<file path="config.mk">
export PLATFORM = sky130hd
export DESIGN_NAME = output_ctrl_regs
export DESIGN_NICKNAME = d
export VERILOG_FILES = /design/src/cfg_pkg.sv /design/src/cfg_bus_if.sv /design/src/output_ctrl_regs.sv /design/src/frame_timer.sv /design/src/init_seq.sv
export SDC_FILE = /design/constraint.sdc
export NUM_CORES = 1
export LEC_CHECK = 0
export BUFFER_PORTS_ARGS = -buffer_cell sky130_fd_sc_hd__clkbuf_2
export CORE_MARGIN = 2
export CORE_UTILIZATION = 48
export DETAILED_ROUTE_END_ITERATION = 7
export PLACE_DENSITY = 0.67
export SLEW_MARGIN = 20
export SYNTH_ARGS = -nofsm -noshare
export SYNTH_HDL_FRONTEND = slang
export SYNTH_SLANG_ARGS = --single-unit
</file>
<file path="constraint.sdc">
create_clock -name clk_in -period 2.2 [get_ports clk_in]
set_input_delay 0 -clock clk_in [delete_from_list [all_inputs] [get_ports clk_in]]
set_output_delay 0 -clock clk_in [all_outputs]
set_load 0.05 [all_outputs]
</file>
<file path="src/cfg_pkg.sv">
// Overview of operation
// Chop bit enables first-stage chopping output
// Link bit set selects reduced-range link
// Driver current chosen automatically per link
// Invert bit inverts every serial output bit
// Format defaults twos complement, clear offset
// Two-bit field selects output termination
// Drive bit doubles selected clock drivers
// Termination wins over double drive
// Input phase delays sampling 0-7 cycles
// Host keeps input phase within divider
// Output phase steps sixty degrees per code
// Override upgrade beyond grade powers down
// Override applies only after transfer strobe
// Pull-down bit disables serial pin pull-down
// Reference bit powers down common-mode generator
// Power-on init sequence sets registers, biases
// Host reruns init by 0x03 then 0x00
// Host keeps serial port idle when critical
// Reset mode resets datapath, keeps port
// Other registers act immediately when written
// Open bits read zero, writes ignored
// Phase and drive change at frame boundary
package cfg_pkg;
  localparam int          ADDR_W        = 9;   // Register address width.
  localparam int          DATA_W        = 8;   // Register data width.
  localparam logic [8:0]  ADDR_INDEX    = 9'h005;
  localparam logic [8:0]  ADDR_POWER    = 9'h008;
  localparam logic [8:0]  ADDR_DIVIDER  = 9'h00B;
  localparam logic [8:0]  ADDR_ENHANCE  = 9'h00C;
  localparam logic [8:0]  ADDR_LINK     = 9'h014;
  localparam logic [8:0]  ADDR_DRIVER   = 9'h015;
  localparam logic [8:0]  ADDR_PHASE    = 9'h016;
  localparam logic [8:0]  ADDR_TRANSFER = 9'h0FF;
  localparam logic [8:0]  ADDR_OVERRIDE = 9'h100;
  localparam logic [8:0]  ADDR_PULLDOWN = 9'h101;
  localparam logic [8:0]  ADDR_REFPWR   = 9'h102;
  // Writable bit masks; open bits are cleared on write and read.
  localparam logic [7:0]  MASK_INDEX    = 8'h30;
  localparam logic [7:0]  MASK_POWER    = 8'h23;
  localparam logic [7:0]  MASK_DIVIDER  = 8'h07;
  localparam logic [7:0]  MASK_ENHANCE  = 8'h04;
  localparam logic [7:0]  MASK_LINK     = 8'h45;
  localparam logic [7:0]  MASK_DRIVER   = 8'h31;
  localparam logic [7:0]  MASK_PHASE    = 8'h7F;
  localparam logic [7:0]  MASK_OVERRIDE = 8'h77;
  localparam logic [7:0]  MASK_PULLDOWN = 8'h01;
  localparam logic [7:0]  MASK_REFPWR   = 8'h08;
  // Reset values.
  localparam logic [7:0]  RST_LINK      = 8'h01;
  localparam logic [7:0]  RST_PHASE     = 8'h03;
  localparam logic [7:0]  RST_ZERO      = 8'h00;
  // Field positions.
  localparam int          BIT_CHOP      = 2;
  localparam int          BIT_LINK_STD  = 6;
  localparam int          BIT_INVERT    = 2;
  localparam int          BIT_FORMAT    = 0;
  localparam int          BIT_DRIVE     = 0;
  localparam int          TERM_LO       = 4;
  localparam int          INPH_LO       = 4;
  localparam int          BIT_PULLDOWN  = 0;
  localparam int          BIT_REFPWR    = 3;
  localparam int          BIT_TRANSFER  = 0;
  localparam int          BIT_OVR_EN    = 6;
  localparam int          OVR_RES_LO    = 4;
  localparam int          BIT_FCO_SEL   = 5;
  localparam int          BIT_DCO_SEL   = 4;
  localparam logic [1:0]  PWR_NORMAL    = 2'b00;
  localparam logic [1:0]  PWR_RESET     = 2'b11;
  localparam logic [3:0]  OUTPH_MAX     = 4'hB;
  localparam logic [1:0]  RES_14        = 2'b01;
  localparam logic [1:0]  RES_12        = 2'b10;
  localparam int          INIT_CYCLES   = 16;  // Length of each power-on setup step.
  localparam int          FRAME_CYCLES  = 14;  // Serial word length in clocks.
  typedef enum logic [1:0] {
    INIT_BIAS = 2'b00,
    INIT_REGS = 2'b01,
    INIT_DONE = 2'b11
  } init_state_t;
endpackage

</file>
<file path="src/cfg_bus_if.sv">
`timescale 1ns/10ps
// Frame boundary pulse and datapath reset shared between the bank and the frame timer.
interface cfg_bus_if;
  logic       frame_edge;  // One-cycle pulse at each frame boundary.
  logic       dp_reset;    // Datapath held in reset.
  modport timer (output frame_edge, input dp_reset);
  modport bank  (input frame_edge, output dp_reset);
endinterface

</file>
<file path="src/output_ctrl_regs.sv">
`timescale 1ns/10ps
// Configuration register bank of the converter output path.
module output_ctrl_regs (
  input  wire logic                       clk_in,
  input  wire logic                       srst_in,
  input  wire logic                       wr_en_in,
  input  wire logic                       rd_en_in,
  input  wire logic [cfg_pkg::ADDR_W-1:0] addr_in,
  input  wire logic [cfg_pkg::DATA_W-1:0] wdata_in,
  input  wire logic [2:0]                 grade_rate_in,
  input  wire logic [1:0]                 grade_res_in,
  output logic      [cfg_pkg::DATA_W-1:0] rdata_out,
  output logic                            rvalid_out,
  output logic                            chop_en_out,
  output logic                            reduced_link_out,
  output logic                            invert_out,
  output logic                            twos_comp_out,
  output logic      [1:0]                 termination_out,
  output logic      [1:0]                 drive_current_out,
  output logic                            fco_double_out,
  output logic                            dco_double_out,
  output logic      [2:0]                 in_phase_out,
  output logic      [3:0]                 out_phase_out,
  output logic      [2:0]                 rate_out,
  output logic      [1:0]                 res_out,
  output logic                            chip_pdwn_out,
  output logic                            pulldown_off_out,
  output logic                            vcm_pdwn_out,
  output logic                            dp_reset_out,
  output logic                            init_busy_out
);
  import cfg_pkg::*;

  ////////////////////////////////////////////////////////////////////////
  // Storage.
  logic [7:0] index_reg;                 // Clock output channel select.
  logic [7:0] power_reg;                 // Power mode control.
  logic [7:0] divider_reg;               // Input clock divider ratio.
  logic [7:0] enhancement_control;       // Chop control.
  logic [7:0] output_link_mode;          // Link, invert and format.
  logic [7:0] output_driver_adjust;      // Termination and drive.
  logic [7:0] clock_phase_adjust;        // Input and output clock phase.
  logic [7:0] rate_resolution_override;  // Staged grade override.
  logic [7:0] io_pulldown_control;       // Serial pin pull-down control.
  logic [7:0] reference_power_control;   // Reference generator control.
  logic [7:0] active_override;           // Override after transfer.
  logic       restart;                   // Digital reset entry pulse.
  logic       init_busy;                 // Sequencer still running.
  cfg_bus_if  bus ();                    // Timer to bank link.

  ////////////////////////////////////////////////////////////////////////
  // Decoding.
  // Returns high when the address equals the given target.
  function automatic logic hit(input logic [8:0] a, input logic [8:0] target);
    hit = (a == target);
  endfunction

  wire        wr_index    = wr_en_in && hit(addr_in, ADDR_INDEX);
  wire        wr_power    = wr_en_in && hit(addr_in, ADDR_POWER);
  wire        wr_divider  = wr_en_in && hit(addr_in, ADDR_DIVIDER);
  wire        wr_enhance  = wr_en_in && hit(addr_in, ADDR_ENHANCE);
  wire        wr_link     = wr_en_in && hit(addr_in, ADDR_LINK);
  wire        wr_driver   = wr_en_in && hit(addr_in, ADDR_DRIVER);
  wire        wr_phase    = wr_en_in && hit(addr_in, ADDR_PHASE);
  wire        wr_transfer = wr_en_in && hit(addr_in, ADDR_TRANSFER);
  wire        wr_override = wr_en_in && hit(addr_in, ADDR_OVERRIDE);
  wire        wr_pulldown = wr_en_in && hit(addr_in, ADDR_PULLDOWN);
  wire        wr_refpwr   = wr_en_in && hit(addr_in, ADDR_REFPWR);
  wire [1:0]  next_mode   = wdata_in[1:0] & MASK_POWER[1:0];
  wire        in_reset    = (power_reg[1:0] == PWR_RESET);
  wire        do_transfer = wr_transfer && wdata_in[BIT_TRANSFER];
  wire [7:0]  read_mux;

  // Read selection; open bits are already zero in storage.
  assign read_mux =
      hit(addr_in, ADDR_INDEX)    ? index_reg :
      hit(addr_in, ADDR_POWER)    ? power_reg :
      hit(addr_in, ADDR_DIVIDER)  ? divider_reg :
      hit(addr_in, ADDR_ENHANCE)  ? enhancement_control :
      hit(addr_in, ADDR_LINK)     ? output_link_mode :
      hit(addr_in, ADDR_DRIVER)   ? output_driver_adjust :
      hit(addr_in, ADDR_PHASE)    ? clock_phase_adjust :
      hit(addr_in, ADDR_OVERRIDE) ? rate_resolution_override :
      hit(addr_in, ADDR_PULLDOWN) ? io_pulldown_control :
      hit(addr_in, ADDR_REFPWR)   ? reference_power_control : RST_ZERO;

  ////////////////////////////////////////////////////////////////////////
  // Register writes; the serial port is never reset by a digital reset.
  always_ff @(posedge clk_in) begin
    if (srst_in) begin
      index_reg                <= RST_ZERO;
      power_reg                <= RST_ZERO;
      divider_reg              <= RST_ZERO;
      enhancement_control      <= RST_ZERO;
      output_link_mode         <= RST_LINK;
      output_driver_adjust     <= RST_ZERO;
      clock_phase_adjust       <= RST_PHASE;
      rate_resolution_override <= RST_ZERO;
      io_pulldown_control      <= RST_ZERO;
      reference_power_control  <= RST_ZERO;
    end else begin
      // Every write below lands at once and masks open bits.
      if (wr_index)    index_reg            <= wdata_in & MASK_INDEX;
      if (wr_power)    power_reg            <= wdata_in & MASK_POWER;
      if (wr_divider)  divider_reg          <= wdata_in & MASK_DIVIDER;
      if (wr_enhance)  enhancement_control  <= wdata_in & MASK_ENHANCE;
      if (wr_link)     output_link_mode     <= wdata_in & MASK_LINK;
      if (wr_driver)   output_driver_adjust <= wdata_in & MASK_DRIVER;
      if (wr_phase)    clock_phase_adjust   <= wdata_in & MASK_PHASE;
      if (wr_override) rate_resolution_override <= wdata_in & MASK_OVERRIDE;
      if (wr_pulldown) io_pulldown_control  <= wdata_in & MASK_PULLDOWN;
      if (wr_refpwr)   reference_power_control <= wdata_in & MASK_REFPWR;
    end
  end

  // The override is copied only on a transfer strobe.
  always_ff @(posedge clk_in) begin
    if (srst_in) begin
      active_override <= RST_ZERO;
    end else if (do_transfer) begin
      active_override <= rate_resolution_override;
    end
  end

  // A digital reset entry restarts the initialization sequence.
  always_ff @(posedge clk_in) begin
    if (srst_in) begin
      restart <= 1'b0;
    end else begin
      restart <= wr_power && (next_mode == PWR_RESET) && !in_reset;
    end
  end

  init_seq u_init (
    .clk_in     (clk_in),
    .srst_in    (srst_in),
    .restart_in (restart),
    .busy_out   (init_busy)
  );

  assign bus.dp_reset = in_reset;

  frame_timer u_timer (
    .clk_in  (clk_in),
    .srst_in (srst_in),
    .bus     (bus)
  );

  ////////////////////////////////////////////////////////////////////////
  // Derived controls.
  wire        ovr_en     = active_override[BIT_OVR_EN];
  wire [2:0]  ovr_rate   = active_override[2:0];
  wire [1:0]  ovr_res    = active_override[OVR_RES_LO+1:OVR_RES_LO];
  // Higher rate code or a 14-bit request on a 12-bit part is an upgrade.
  wire        upgrade    = ovr_en && ((ovr_rate > grade_rate_in) ||
                           ((ovr_res == RES_14) && (grade_res_in == RES_12)));
  wire [1:0]  term_sel   = output_driver_adjust[TERM_LO+1:TERM_LO];
  // Termination overrides double drive on the clock outputs.
  wire        double_req = output_driver_adjust[BIT_DRIVE] && (term_sel == 2'b00);
  wire [3:0]  out_ph_req = clock_phase_adjust[3:0];
  // Out-of-range phase codes keep the previous legal value.
  wire        out_ph_ok  = (out_ph_req <= OUTPH_MAX);
  wire        use_div    = (divider_reg[2:0] != 3'b000);
  wire [2:0]  in_ph_req  = use_div ? clock_phase_adjust[INPH_LO+2:INPH_LO] : 3'b000;
  wire        link_sel   = output_link_mode[BIT_LINK_STD];
  // Current codes: 01 standard swing, 10 reduced swing.
  wire [1:0]  cur_sel    = link_sel ? 2'b10 : 2'b01;

  ////////////////////////////////////////////////////////////////////////
  // Outputs that may change at any time.
  always_ff @(posedge clk_in) begin
    if (srst_in) begin
      chop_en_out       <= 1'b0;
      reduced_link_out  <= 1'b0;
      invert_out        <= 1'b0;
      twos_comp_out     <= 1'b1;
      termination_out   <= 2'b00;
      drive_current_out <= 2'b01;
      pulldown_off_out  <= 1'b0;
      vcm_pdwn_out      <= 1'b0;
      dp_reset_out      <= 1'b0;
      init_busy_out     <= 1'b1;
      chip_pdwn_out     <= 1'b0;
      rate_out          <= 3'b000;
      res_out           <= 2'b00;
    end else begin
      chop_en_out       <= enhancement_control[BIT_CHOP];
      reduced_link_out  <= link_sel;
      invert_out        <= output_link_mode[BIT_INVERT];
      twos_comp_out     <= output_link_mode[BIT_FORMAT];
      termination_out   <= term_sel;
      drive_current_out <= cur_sel;
      pulldown_off_out  <= io_pulldown_control[BIT_PULLDOWN];
      vcm_pdwn_out      <= reference_power_control[BIT_REFPWR];
      dp_reset_out      <= in_reset || init_busy;
      init_busy_out     <= init_busy;
      chip_pdwn_out     <= upgrade;
      rate_out          <= ovr_en ? ovr_rate : grade_rate_in;
      res_out           <= ovr_en ? ovr_res : grade_res_in;
    end
  end

  // Phase and drive settings wait for a frame boundary, except in reset mode.
  always_ff @(posedge clk_in) begin
    if (srst_in) begin
      fco_double_out <= 1'b0;
      dco_double_out <= 1'b0;
      in_phase_out   <= 3'b000;
      out_phase_out  <= RST_PHASE[3:0];
    end else if (bus.frame_edge || in_reset) begin
      fco_double_out <= double_req && index_reg[BIT_FCO_SEL];
      dco_double_out <= double_req && index_reg[BIT_DCO_SEL];
      in_phase_out   <= in_ph_req;
      if (out_ph_ok) out_phase_out <= out_ph_req;
    end
  end

  // Read data is registered one cycle after the read strobe.
  always_ff @(posedge clk_in) begin
    if (srst_in) begin
      rdata_out  <= RST_ZERO;
      rvalid_out <= 1'b0;
    end else begin
      rvalid_out <= rd_en_in;
      rdata_out  <= rd_en_in ? read_mux : RST_ZERO;
    end
  end
endmodule

</file>
<file path="src/frame_timer.sv">
`timescale 1ns/10ps
// Counts serial word length and marks frame boundaries.
module frame_timer (
  input  wire logic clk_in,
  input  wire logic srst_in,
  cfg_bus_if.timer  bus
);
  import cfg_pkg::*;
  logic [4:0] count;  // Clocks into the current frame.
  logic       at_end; // Last clock of the frame.
  assign at_end = (count == 5'(FRAME_CYCLES - 1));
  // Counter restarts while the datapath is reset.
  always_ff @(posedge clk_in) begin
    if (srst_in || bus.dp_reset) begin
      count <= 5'h00;
      bus.frame_edge <= 1'b0;
    end else begin
      count <= at_end ? 5'h00 : count + 5'h01;
      bus.frame_edge <= at_end;
    end
  end
endmodule

</file>
<file path="src/init_seq.sv">
`timescale 1ns/10ps
// Power-on initialization sequencer; restarted by a digital reset.
module init_seq (
  input  wire logic clk_in,
  input  wire logic srst_in,
  input  wire logic restart_in,
  output logic      busy_out
);
  import cfg_pkg::*;
  init_state_t state;      // Sequencer state.
  logic [4:0]  count;      // Cycles spent in the current step.
  logic        step_done;  // Current step has run its length.
  assign step_done = (count == 5'(INIT_CYCLES - 1));
  // Walks bias setup then register setup.
  always_ff @(posedge clk_in) begin
    if (srst_in || restart_in) begin
      state <= INIT_BIAS;
      count <= 5'h00;
    end else begin
      count <= step_done ? 5'h00 : count + 5'h01;
      case (state)
        INIT_BIAS: if (step_done) state <= INIT_REGS;
        INIT_REGS: if (step_done) state <= INIT_DONE;
        default:   state <= INIT_DONE;
      endcase
    end
  end
  assign busy_out = (state != INIT_DONE);
endmodule

</file>
==> flow_summary.ini <==
[outcome]
outcome = complete, no violations

[timing]
slew_viol_final = 0
fin_skew_ps = 11.0
finalSetupViolations = 0
worstMarginPinSlew_ps = 592
rsz0062_at_grt = no
fmax_ghz = 0.639
slew_headroom_pct = 60.2
layout_min_cycle_time_ps = 1560
period_share_pct = 71.1
hold_viol = 0
tns_ps = 0

[yosys]
netlist_area_sq_um = 3410
synth_edf_count = 0
synthTopCellsByArea = dfxtp_1 (49%), mux2i_1 (11%), nor2_1 (7.5%), ha_1 (2.6%), nor2b_1 (2.4%)
ys_ff_latch = 84
ys.flop_type = dfxtp_1
yosys_warnings = 0
yosysMostFrequentCell = dfxtp_1
synthArstFlopShare_pct = 0
synth_top_area_cell = dfxtp_1
syn_nets = 389
netlist_instances = 356
synth_common_cells = dfxtp_1 (84), nor2_1 (68), mux2i_1 (39)
post_synth.cell_area_avg_sq_um = 9.57
yosysSeqAreaShare_pct = 49.3
synth_cell_types = 48
synth_top_area_share_pct = 49.3

[clock_tree]
clockBufferDepth = 2
cts_sinks = 84
post_cts_buffers = 0
cts_hold_buffers = 11
post_cts_resized = 0
clk_pin_slew_ps = 80
cts_buffers = 9
clk_latency_ps = 340
cts_tree = done
cts-root-buf = clkbuf_8
cts_max_level = 3

[setup_path]
end_kind = register
path_class = register to register
cp.arrival_ps = 1850
cp_common_cell = ha_1
critPathMaxFanout = 5
critPathLaunchType = register
crit_required_ps = 2480
slowest_delay_ps = 430
slowest_stage = or3_1
worst-path-buf-inv = 0
cp_top_family = simple AND/OR/NAND/NOR gates
worstPathCellList = ha_1, and3_1, ha_1, or3_1, nor2_1

[detailed_routing]
postRouteWirelength_microns = 7450
wl_per_cell_microns = 14.2
route.vias.total = 2732
vias_per_cell = 5.19
ant_nets = 0
remaining_drc_errors = 0
drt_iter0_drc = 143
firstDrtPassIters = 4

[floorplanning]
row_count = 30
die_h_microns = 88.3
die-area_sq_um = 7790
pin_count = 62
core-area_sq_um = 6830
die_w_microns = 88.3
initial_core_util_pct = 49.9

[min_path]
hp-class = input port to register

[finish]
top_regs = clock_phase_adjust (7), rdata_out (7)
drive_gt1_share_pct = 20.7
fin_util_pct = 60.0
num-nets-final = 459
area_growth_pct = 20.3
nFillCells = 625
antenna_cells = 0

[grt]
grt_pass1_wl_microns = 12100
grt-ovfl-total = 0
grt_max_degree = 46
grt_use_total_pct = 20.4
antenna_found_initial = 0
grt_pass1_vias = 2465

[placement]
gp_congestion = 0.856
hpwlAfterDp_microns = 5240
port_buffers = 59

[power]
ir_drop_v = 0.000419
power_w = 0.00288
p_leak_nw = 1.82
power_density_nw_per_um2 = 702

[flow_run]
max-cap-violations = 0
==> area by class of cell <==
| cell class | count | area, sq um | share of cell area (%) |
|---|---|---|---|
| clock inverter | 5 | 77.6 | 1.89 |
| sequential | 84 | 1680 | 41.0 |
| tap | 96 | 120 | 2.93 |
| multi-input combinational | 244 | 1600 | 39.1 |
| clock buffer | 10 | 128 | 3.11 |
| timing repair buffer | 76 | 450 | 11.0 |
| inverter | 11 | 41.3 | 1.01 |
==> per-layer routing <==
| layer | vias to the layer above | wire length, microns | global-route usage (%) |
|---|---|---|---|
| li1 | 1379 | - | - |
| met1 | 1278 | 3600 | 28.6 |
| met2 | 68 | 3430 | 31.3 |
| met3 | 7 | 332 | 4.94 |
| met4 | 0 | 93 | 6.06 |
| met5 | - | 0 | 0 |
==> layout by cell type, fill, tap and decap left out, types with 6 or more instances in the layout <==
cell and count:
dfxtp_1 84, nor2_1 68, clkbuf_2 59, mux2i_1 39, nand3_1 15, nor2b_1 13, nand2_1 12, inv_1 11
dlygate4sd3_1 11, nor3_1 10, a21oi_1 9, clkbuf_8 9, a22oi_1 8, ha_1 7, buf_4 6
==> per-stage QoR <==
| step | hold WS [ps] | cell area [sq um] | std cells | worst slack [ps] |
|---|---|---|---|---|
| after floorplan | 144 | 3410 | 356 | 742 |
| after global placement | 260 | 3790 | 500 | 461 |
| after detailed placement | 252 | 3790 | 500 | 444 |
| after CTS | 16.0 | 4100 | 526 | 644 |
| after global routing | 36.5 | 4100 | 526 | 536 |
| final | 29.3 | 4100 | 526 | 636 |
==> path summary, 6_finish.rpt <==
check                                      from         endpoint  slack (ps)  cells past startpoint
worst max-delay path            u_init.count[0]  u_init.count[2]         640                      5
worst min-delay path                   rd_en_in       rvalid_out          30                      3
worst max register to register  u_init.count[0]  u_init.count[2]         640                      5
worst min register to register  u_init.state[0]    init_busy_out         430                      1
==> worst reg2reg max path, cell delays in order, from the launching register on <==
cell,delay (ps)
dfxtp_1,330
ha_1,220
and3_1,190
ha_1,200
or3_1,430
nor2_1,140
==> cells by family after synthesis <==
logic type	count (synthesis)	share of synthesized area (%)
compound gates	39	8.33
xor+xnor	5	1.29
fa+ha+maj	7	2.57
buf+inv	28	3.63
flops	84	49.3
mux	39	11.5
other cells	1	0.110
simple gates	153	23.3
==> report_power, final <==
group	internal, W	switching (W)	leakage (nW)
Combinational	0.0000641	0.000127	1.03
Clock	0.000630	0.000513	0.102
Sequential	0.00154	0.0000103	0.680
No activity file was read; power rests on OpenSTA's default activity.
